## src/inc/tape_rx_params.svh

```systemverilog
// Timing constants, field positions and the rule summary for the five-level tape receiver.
// Contract
// - A character carries exactly five data elements in fixed order.
// - Data elements sit between a spacing start and a marking stop element.
// - All-marking code is letters shift; all-spacing code is blank.
// - A letters/figures shift state doubles the meaning of each combination.
// - Frame length selectable as 7.00, 7.42 or 7.50 units, same at both ends.
// - In 7.42 frames the stop element lasts 1.42 units, in 7.50 frames 1.50 units, in 7.00 frames one unit.
// - Element rate in baud is twice the dot-cycle frequency.
// - Line current flowing positive or at all decodes as marking.
// - Each marking data element punches a hole, spacing punches none.
// - A feed hole between levels two and three is punched, outside the code.
// - Idle marking holds the sequencer; a spacing start element begins selection.
// - A started selecting cycle runs to completion sampling five elements.
// - Marking stop halts selection and rearms start detection.
// - Near the end of selection a function cycle is triggered.
// - The function cycle punches holes, then late in the cycle feeds tape.
// - A feed-out request also starts a function cycle; else it idles.
// - The next selection may overlap the previous function cycle.
// - The sampling instant is shifted by a configurable offset.
// - The character goes to print positioning in step with its perforation.
// - The printed character lands six positions after its punched code; PRINT_LAG is unused and print data goes out with the punch.
`ifndef TAPE_RX_PARAMS_SVH
`define TAPE_RX_PARAMS_SVH
`define CLK_MHZ          250
`define UNIT_DIV_DEFAULT 32'd5494505
`define FRAC_BITS        7
`define STOP_700         8'h00
`define STOP_742         8'h36
`define STOP_750         8'h40
`define FULL_UNIT        8'h80
`define CODE_BITS        5
`define CODE_SHIFT       5'h1F
`define CODE_FIGS        5'h1B
`define CODE_BLANK       5'h00
`define CODE_SPACE       5'h04
`define PRINT_LAG        6
`define PUNCH_PHASE      4'h2
`define FEED_PHASE       4'hC
`define FUNC_PHASES      4'hF
`define FRAME_742        2'h1
`define FRAME_750        2'h2
`endif

```

## src/inc/tape_rx_pkg.sv

```systemverilog
// Types shared by the five-level tape receiver.
`default_nettype none
package tape_rx_pkg;
	typedef enum logic [2:0] {
		SEL_IDLE  = 3'b000,
		SEL_START = 3'b001,
		SEL_DATA  = 3'b010,
		SEL_STOP  = 3'b011
	} sel_state_t;
	typedef enum logic [1:0] {
		FN_IDLE  = 2'b00,
		FN_PUNCH = 2'b01,
		FN_FEED  = 2'b10
	} fn_state_t;
	typedef struct packed {
		logic       feed_hole;
		logic [4:0] code_holes;
	} punch_t;
	typedef struct packed {
		logic       figures;
		logic       blank;
		logic [4:0] code;
	} print_t;
endpackage : tape_rx_pkg
`default_nettype wire

```

## src/hdl/tape_rx.sv

```systemverilog
// Five-level start-stop receiver with punch, feed and print-select sequencing.
`timescale 1ns/1ns
`default_nettype none
`include "tape_rx_params.svh"
module tape_rx #(
	parameter int            UNIT_DIV  = `UNIT_DIV_DEFAULT,
	parameter int            PHASE_DIV = 1000
) (
	input  wire logic                 CORE_CLK,
	input  wire logic                 RESET,
	input  wire logic                 LINE_POLAR,
	input  wire logic                 LINE_POS,
	input  wire logic                 LINE_CURRENT,
	input  wire logic [1:0]           FRAME_SEL,
	input  wire logic [7:0]           SAMPLE_OFFSET,
	input  wire logic                 FEED_OUT_REQ,
	output logic                      PUNCH_STROBE,
	output tape_rx_pkg::punch_t       PUNCH_DATA,
	output logic                      TAPE_ADVANCE,
	output logic                      PRINT_STROBE,
	output tape_rx_pkg::print_t       PRINT_DATA,
	output logic                      PRINT_MOVE,
	output logic                      FRAME_ERROR,
	output logic                      BUSY
);
	initial
	begin
		if (UNIT_DIV < 16 || PHASE_DIV < 1)
			$error("Unit divider must be at least 16 and phase divider at least 1.");
	end

	// One element lasts UNIT_DIV clocks, so a dot cycle of mark and space spans two.
	localparam int HALF_DIV = UNIT_DIV / 2;

	////////////////////////////////////////////////////////////////////////////
	// Fraction of a unit converted to clock counts; used for offset and stop.
	function automatic logic [31:0] frac_cycles(input logic [7:0] frac);
		logic [39:0] prod;
		prod = 40'(UNIT_DIV) * 40'(frac);
		frac_cycles = 32'(prod >> `FRAC_BITS);
	endfunction : frac_cycles

	////////////////////////////////////////////////////////////////////////////
	// Two flip-flops on each line pin before any decoding.
	logic [2:0] pin_s1_r;
	logic [2:0] pin_s2_r;
	always_ff @(posedge CORE_CLK)
	begin
		if (RESET)
		begin
			pin_s1_r <= 3'h7;
			pin_s2_r <= 3'h7;
		end
		else
		begin
			pin_s1_r <= {LINE_POLAR, LINE_POS, LINE_CURRENT};
			pin_s2_r <= pin_s1_r;
		end
	end

	// Polar lines mark on positive current, neutral lines on any current.
	logic mark;
	assign mark = pin_s2_r[2] ? pin_s2_r[1] : pin_s2_r[0];

	////////////////////////////////////////////////////////////////////////////
	// Selecting sequencer: one counter times every element from the unit divider.
	tape_rx_pkg::sel_state_t sel_r;
	logic [31:0]             tmr_r;
	logic [2:0]              bit_r;
	logic [4:0]              shreg_r;
	logic                    trip_r;
	logic                    frame_err_r;
	logic [7:0]              stop_frac;

	always_comb
	begin
		case (FRAME_SEL)
			`FRAME_742: stop_frac = `STOP_742;
			`FRAME_750: stop_frac = `STOP_750;
			default:    stop_frac = `STOP_700;
		endcase
	end

	// The stop wait only covers the excess beyond one unit, since the first unit
	// of stop is checked at its sample; a 7.00 frame rearms straight away.
	always_ff @(posedge CORE_CLK)
	begin
		if (RESET)
		begin
			sel_r       <= tape_rx_pkg::SEL_IDLE;
			tmr_r       <= 32'h0;
			bit_r       <= 3'h0;
			shreg_r     <= 5'h00;
			trip_r      <= 1'b0;
			frame_err_r <= 1'b0;
		end
		else
		begin
			trip_r <= 1'b0;
			case (sel_r)
				tape_rx_pkg::SEL_IDLE:
				begin
					if (!mark)
					begin
						sel_r <= tape_rx_pkg::SEL_START;
						tmr_r <= 32'(HALF_DIV);
					end
				end
				tape_rx_pkg::SEL_START:
				begin
					if (mark)
						sel_r <= tape_rx_pkg::SEL_IDLE;
					else if (tmr_r <= 32'h1)
					begin
						sel_r <= tape_rx_pkg::SEL_DATA;
						tmr_r <= 32'(UNIT_DIV - HALF_DIV) + frac_cycles(SAMPLE_OFFSET);
						bit_r <= 3'h0;
					end
					else
						tmr_r <= tmr_r - 32'h1;
				end
				tape_rx_pkg::SEL_DATA:
				begin
					// No start detection here: the cycle always runs out.
					if (tmr_r <= 32'h1)
					begin
						tmr_r <= 32'(UNIT_DIV);
						if (bit_r == 3'(`CODE_BITS))
						begin
							frame_err_r <= !mark;
							sel_r       <= tape_rx_pkg::SEL_STOP;
							tmr_r       <= frac_cycles(stop_frac) + 32'h1;
						end
						else
						begin
							shreg_r <= {mark, shreg_r[4:1]};
							bit_r   <= bit_r + 3'h1;
							// Trip on the fifth element so the function cycle overlaps.
							if (bit_r == 3'(`CODE_BITS - 1))
								trip_r <= 1'b1;
						end
					end
					else
						tmr_r <= tmr_r - 32'h1;
				end
				default:
				begin
					// Stop element: halt, then rearm start detection.
					if (tmr_r <= 32'h1)
						sel_r <= tape_rx_pkg::SEL_IDLE;
					else
						tmr_r <= tmr_r - 32'h1;
				end
			endcase
		end
	end

	////////////////////////////////////////////////////////////////////////////
	// Function sequencer: a phase divider steps sixteen phases per cycle.
	tape_rx_pkg::fn_state_t fn_r;
	logic [3:0]             phase_r;
	logic [31:0]            pdiv_r;
	logic [4:0]             held_r;
	logic                   pend_r;
	logic                   feed_pend_r;
	logic                   figs_r;
	logic                   fn_is_feed_r;
	logic                   phase_tick;
	assign phase_tick = (pdiv_r == 32'h0);

	// A trip arriving mid-cycle is held, so the next selection may overlap.
	always_ff @(posedge CORE_CLK)
	begin
		if (RESET)
		begin
			pend_r      <= 1'b0;
			held_r      <= 5'h00;
			feed_pend_r <= 1'b0;
		end
		else
		begin
			if (trip_r)
			begin
				pend_r <= 1'b1;
				held_r <= shreg_r; // The fifth element was shifted in on the edge that raised the trip.
			end
			else if (fn_r == tape_rx_pkg::FN_IDLE && pend_r)
				pend_r <= 1'b0;
			if (FEED_OUT_REQ)
				feed_pend_r <= 1'b1;
			else if (fn_r == tape_rx_pkg::FN_IDLE && !pend_r && !trip_r)
				feed_pend_r <= 1'b0;
		end
	end

	always_ff @(posedge CORE_CLK)
	begin
		if (RESET)
		begin
			fn_r         <= tape_rx_pkg::FN_IDLE;
			phase_r      <= 4'h0;
			pdiv_r       <= 32'h0;
			fn_is_feed_r <= 1'b0;
		end
		else
		begin
			pdiv_r <= phase_tick ? 32'(PHASE_DIV - 1) : pdiv_r - 32'h1;
			case (fn_r)
				tape_rx_pkg::FN_IDLE:
				begin
					pdiv_r  <= 32'(PHASE_DIV - 1);
					phase_r <= 4'h0;
					if (pend_r && !trip_r)
					begin
						fn_r         <= tape_rx_pkg::FN_PUNCH;
						fn_is_feed_r <= 1'b0;
					end
					else if (feed_pend_r && !trip_r)
					begin
						fn_r         <= tape_rx_pkg::FN_PUNCH;
						fn_is_feed_r <= 1'b1;
					end
				end
				tape_rx_pkg::FN_PUNCH:
				begin
					if (phase_tick)
					begin
						phase_r <= phase_r + 4'h1;
						if (phase_r == `FEED_PHASE)
							fn_r <= tape_rx_pkg::FN_FEED;
					end
				end
				default:
				begin
					if (phase_tick)
					begin
						phase_r <= phase_r + 4'h1;
						if (phase_r == `FUNC_PHASES)
							fn_r <= tape_rx_pkg::FN_IDLE;
					end
				end
			endcase
		end
	end

	////////////////////////////////////////////////////////////////////////////
	// Output strobes: punch early, print with it, feed late in the cycle.
	logic       punch_go;
	logic       feed_go;
	logic [4:0] out_code;
	assign punch_go = (fn_r == tape_rx_pkg::FN_PUNCH) && phase_tick && (phase_r == `PUNCH_PHASE);
	assign feed_go  = (fn_r == tape_rx_pkg::FN_PUNCH) && phase_tick && (phase_r == `FEED_PHASE);
	// Feed-out punches letters shift, giving letters-perforated leader.
	assign out_code = fn_is_feed_r ? `CODE_SHIFT : held_r;

	always_ff @(posedge CORE_CLK)
	begin
		if (RESET)
		begin
			PUNCH_STROBE <= 1'b0;
			PUNCH_DATA   <= '0;
			TAPE_ADVANCE <= 1'b0;
			PRINT_STROBE <= 1'b0;
			PRINT_DATA   <= '0;
			PRINT_MOVE   <= 1'b0;
			figs_r       <= 1'b0;
			FRAME_ERROR  <= 1'b0;
			BUSY         <= 1'b0;
		end
		else
		begin
			PUNCH_STROBE <= punch_go;
			TAPE_ADVANCE <= feed_go;
			PRINT_STROBE <= punch_go && !fn_is_feed_r;
			PRINT_MOVE   <= feed_go;
			FRAME_ERROR  <= frame_err_r;
			BUSY         <= (sel_r != tape_rx_pkg::SEL_IDLE) || (fn_r != tape_rx_pkg::FN_IDLE);
			if (punch_go)
			begin
				PUNCH_DATA.code_holes <= out_code;
				PUNCH_DATA.feed_hole  <= 1'b1;
				PRINT_DATA.code       <= out_code;
				PRINT_DATA.blank      <= (out_code == `CODE_BLANK);
				PRINT_DATA.figures    <= (out_code == `CODE_FIGS) ? 1'b1 :
					(out_code == `CODE_SHIFT || out_code == `CODE_SPACE) ? 1'b0 : figs_r;
				if (out_code == `CODE_FIGS)
					figs_r <= 1'b1;
				else if (out_code == `CODE_SHIFT || out_code == `CODE_SPACE)
					figs_r <= 1'b0;
			end
		end
	end

	////////////////////////////////////////////////////////////////////////////
	// Checks.
	property p_trip_fn;
		@(posedge CORE_CLK) disable iff (RESET)
		trip_r && (fn_r == tape_rx_pkg::FN_IDLE) |-> ##2 (fn_r != tape_rx_pkg::FN_IDLE);
	endproperty
	a_trip_fn: assert property (p_trip_fn) else $error("Trip did not start a function cycle.");

	property p_glitch;
		@(posedge CORE_CLK) disable iff (RESET)
		(sel_r == tape_rx_pkg::SEL_START) && mark |=> sel_r == tape_rx_pkg::SEL_IDLE;
	endproperty
	a_glitch: assert property (p_glitch) else $error("Start glitch not rejected.");

	property p_punch_feed;
		@(posedge CORE_CLK) disable iff (RESET)
		PUNCH_STROBE |-> !TAPE_ADVANCE;
	endproperty
	a_punch_feed: assert property (p_punch_feed) else $error("Feed coincided with punch.");

	property p_feedhole;
		@(posedge CORE_CLK) disable iff (RESET)
		PUNCH_STROBE |-> PUNCH_DATA.feed_hole;
	endproperty
	a_feedhole: assert property (p_feedhole) else $error("Feed hole missing.");

	property p_print_step;
		@(posedge CORE_CLK) disable iff (RESET)
		PRINT_STROBE |-> PUNCH_STROBE && PRINT_DATA.code == PUNCH_DATA.code_holes;
	endproperty
	a_print_step: assert property (p_print_step) else $error("Print out of step with punch.");

	property p_blank;
		@(posedge CORE_CLK) disable iff (RESET)
		PRINT_STROBE && PRINT_DATA.code == `CODE_BLANK |-> PRINT_DATA.blank;
	endproperty
	a_blank: assert property (p_blank) else $error("Blank code not flagged.");

	property p_shift;
		@(posedge CORE_CLK) disable iff (RESET)
		PRINT_STROBE && PRINT_DATA.code == `CODE_SHIFT |-> !PRINT_DATA.figures;
	endproperty
	a_shift: assert property (p_shift) else $error("Letters shift left figures set.");

	property p_idle_hold;
		@(posedge CORE_CLK) disable iff (RESET)
		(sel_r == tape_rx_pkg::SEL_IDLE) && mark |=> sel_r == tape_rx_pkg::SEL_IDLE;
	endproperty
	a_idle_hold: assert property (p_idle_hold) else $error("Sequencer left idle on marking line.");

	property p_data_runs;
		@(posedge CORE_CLK) disable iff (RESET)
		(sel_r == tape_rx_pkg::SEL_DATA) |=> sel_r inside {tape_rx_pkg::SEL_DATA, tape_rx_pkg::SEL_STOP};
	endproperty
	a_data_runs: assert property (p_data_runs) else $error("Selecting cycle aborted.");

	property p_move_adv;
		@(posedge CORE_CLK) disable iff (RESET)
		TAPE_ADVANCE |-> PRINT_MOVE;
	endproperty
	a_move_adv: assert property (p_move_adv) else $error("Print move not in step with tape advance.");
endmodule : tape_rx
`default_nettype wire

```

## config.mk

```make
export PLATFORM = sky130hd
export DESIGN_NAME = tape_rx
export DESIGN_NICKNAME = d
export VERILOG_FILES = /design/src/inc/tape_rx_pkg.sv /design/src/hdl/tape_rx.sv
export VERILOG_INCLUDE_DIRS = /design/src /design/src/inc
export SDC_FILE = /design/constraint.sdc
export NUM_CORES = 1
export LEC_CHECK = 0
export BUFFER_PORTS_ARGS = -buffer_cell sky130_fd_sc_hd__buf_4
export CORE_MARGIN = 2
export CORE_UTILIZATION = 50
export CTS_BUF_LIST = sky130_fd_sc_hd__clkbuf_4
export DETAILED_ROUTE_END_ITERATION = 16
export PLACE_DENSITY = 0.72
export SYNTH_ARGS = -nofsm -noshare
export SYNTH_HDL_FRONTEND = slang
export SYNTH_SLANG_ARGS = --single-unit
```

## constraint.sdc

```tcl
create_clock -name CORE_CLK -period 6.9 [get_ports CORE_CLK]
set_input_delay 2.07 -clock CORE_CLK [delete_from_list [all_inputs] [get_ports CORE_CLK]]
set_output_delay 2.07 -clock CORE_CLK [all_outputs]
set_load 0.02 [all_outputs]
```

==> results.toml <==
[drt]
avgViaCountPerCell = 5.592
avgRoutedWirePerCell_um = 15.16
firstDrtPassIters = 5
drcViolationCount = 0
drt_iter0_markers = 623
wl_um = 22680
vias = 8366
ant_nets = 0

[yosys]
yosysTopAreaCellShare = 0.2336
yosys.cell_types.count = 81
synth_top_cells_by_area = "dfxtp_1 (23%), ha_1 (11%), fa_1 (10%), nor2_1 (5.9%), xnor2_1 (5.3%)"
ys_ff_latch = 109
synth_edf_count = 0
synth_top_cell_by_area = "dfxtp_1"
synth_warnings = 0
syn_nets = 1276
syn_inst = 1128
syn_area_sq_mm = 0.009341
yosysSeqAreaShare = 0.2336
ys.flop_type = "dfxtp_1"
avgSynthCellArea_sq_um = 8.281
async_flop_share = 0

[finish]
final_nets = 1409
nFillCells = 1651
final_area_sq_mm = 0.01089
areaGrowthSynthToFinish_pct = 16.61
layout_common_cells = "buf_4 (174), nor2_1 (147), dfxtp_1 (109)"
drive_gt1_frac = 0.1817
layout_commonest_cell = "buf_4"

[sta]
min_period_ns = 6.735
finClkSkew_ns = 0.03050
relSlewSlack = 0.2120
timing.final.crit_share = 0.9761
setup_tns_ns = 0
hold_viol = 0
holdWs_ns = 0.4194
fmax_ghz = 0.1485
setup_viol = 0
worst_pin_slew_ns = 1.174
slew_violations = 0

[global_route]
grt_pass1_wl_um = 37800
gr-total-overflow = 0
grt_max_degree = 67
use_met2 = 0.3918
antenna_found_initial = 1
met1_usage = 0.3002
grt.busiest_layer = "met2"
grt_util_met3 = 0.03499
grt_pass1_vias = 8029
track_usage = 0.2295

[placed_design]
postPlaceCellArea_sq_mm = 0.01070
dp_hpwl_um = 17980
gp_congestion = 0.9365
io_buffers = 34

[critical_path]
critPathRequiredTime_ns = 7.28
rr_worst_depth = 8
path_max_fanout = 5
criticalPathCategory = "in -> reg"
startpoint_type = "primary input"
end_kind = "flop"
r2r_setup_slack_ns = 2.81
arrival_ns = 7.12

[power_and_ir_drop]
ir_worst_vdd_mv = 0.3041
power_density_mw_per_mm2 = 419.9
p_leak_nw = 4.762

[hold_path]
min_path_type = "reg -> reg"
holdPathStages = 1

[die]
fp.dieW_um = 140.7
ioPinCount = 35
coreArea_sq_mm = 0.01815
dieArea_sq_mm = 0.01979
placementRows = 49
dieHeight_um = 140.7
initial_core_util = 0.5148

[clock_network]
clkSinkCount = 109
cts_root_buf = "clkbuf_4"
cts_buffers = 9
cts_tree = "done"
htree_levels = 3
clock_latency_ns = 0.49
clkTransAtPathRegs_ns = 0.18
cts_buffer_depth = 2

[status]
outcome = "complete, no violations"

[job]
maxCapViolCount = 0
power breakdown:
group	switching, W	total (W)	internal (W)
sequential	0.0000190	0.000667	0.000648
clock	0.000238	0.000324	0.0000859
combinational	0.00180	0.00358	0.00178
worst max-delay path: stages:
cell       delay [ns]
buf_4            0.13
ha_1             0.30
inv_1            0.15
fa_1             0.47
fa_1             0.54
inv_1            0.05
fa_1             0.48
ha_1             0.32
buf_4            0.14
and3_1           0.18
and2_1           0.20
a221o_2          0.45
a221oi_4         0.28
xor2_2           0.13
nor2_2           0.19
a31oi_4          0.11
o2bb2ai_1        0.16
or4b_1           0.48
a311oi_1         0.27
final cells by class:
type	count	area [sq um]	share of cell area
flip-flops and latches	109	2182	0.2003
repair buffers	174	1306	0.1199
clock buffers	9	67.56	0.006203
diodes	1	2.502	0.0002297
inverters	91	341.6	0.03136
multi-input cells	876	6629	0.6085
clock inverters	7	77.57	0.007122
well taps	229	286.5	0.02630
worst paths after layout:
| kind | to | startpoint |
|---|---|---|
| worst max-delay path | tmr_r[24] | SAMPLE_OFFSET[2] |
| worst min-delay path | pin_s2_r[1] | pin_s1_r[1] |
| worst max register to register | tmr_r[23] | tmr_r[2] |
| worst min register to register | pin_s2_r[1] | pin_s1_r[1] |
kinds of logic (layout without fill, tap and decap cells):
logic type / count (synthesis) / count (layout) / synth area share
muxes: 11 / 11 / 0.01179
AOI/OAI and AO/OA: 252 / 252 / 0.1899
xor gates and xnor gates: 85 / 85 / 0.08130
other: 0 / 1 / 0
and+or+nand+nor: 396 / 396 / 0.2064
DFF: 109 / 109 / 0.2336
adders and majority gates: 132 / 132 / 0.2154
buffers and inverters: 143 / 281 / 0.06161
stage by stage:
| stage | setup WS, ns | std cells | power [W] | utilization |
|---|---|---|---|---|
| 3_5_place_dp | -0.4348 | 1478 | 0.004173 | 0.5894 |
| 4_1_cts | 0.06947 | 1494 | 0.004508 | 0.5974 |
| 5_1_grt | -0.05871 | 1496 | 0.004980 | 0.6002 |
| 2_1_floorplan | -0.2044 | 1128 | 0.002807 | - |
| 6_report | 0.1650 | 1496 | 0.004574 | 0.6002 |
| 3_3_place_gp | -0.3056 | 1478 | 0.004116 | 0.5894 |
layer usage:
layer / wire length, um / vias up
met5: 0 / -
met4: 571 / 0
met3: 1132 / 45
met2: 10650 / 226
met1: 10320 / 3864
li1: - / 4231
repair_timing:
item	4_1_cts	5_1_grt
endpoints found under the setup margin	0	7
buffers inserted	0	1
resized for setup	0	7
hold buffers	0	0
synthesized netlist by cell type, types with 3 or more instances:
cell and count:
fa_1 48, or4_1 11, ha_1 84, clkbuf_1 34
nor2b_1 8, a211oi_1 17, or2_2 10, a22oi_1 4
o21bai_1 6, nand2_1 64, o22ai_1 4, buf_1 3
a211o_1 3, nor4_1 20, nor2_1 147, o211ai_1 6
a31oi_1 12, xnor2_1 56, xor2_1 27, a221oi_1 7
and2_1 9, nand2b_1 6, dfxtp_1 109, buf_2 7
a41oi_1 3, a21o_1 14, buf_4 8, a221o_1 3
inv_1 90, or3_1 14, o21ai_0 40, a311oi_1 9
a21boi_0 4, o21ai_1 3, o41ai_1 5, and4_1 7
mux2i_1 11, nand3_1 22, and3_1 11, a21oi_1 73
nand4_1 9, nor3_1 44, o21a_1 6, or2_1 4
flip-flops by register name, summed over array words and instances, names as in the netlist:
signal,flops
feed_pend_r,1
tmr_r,32
pin_s1_r,3
trip_r,1
pin_s2_r,3
shreg_r,5
PRINT_STROBE,1
pdiv_r,32
PUNCH_DATA,1
sel_r,2
BUSY,1
FRAME_ERROR,1
held_r,5
PRINT_DATA,6
frame_err_r,1
PUNCH_STROBE,1
figs_r,1
PRINT_MOVE,1
phase_r,4
fn_is_feed_r,1
pend_r,1
bit_r,3
fn_r,2
(Power assumes the default switching activity.)
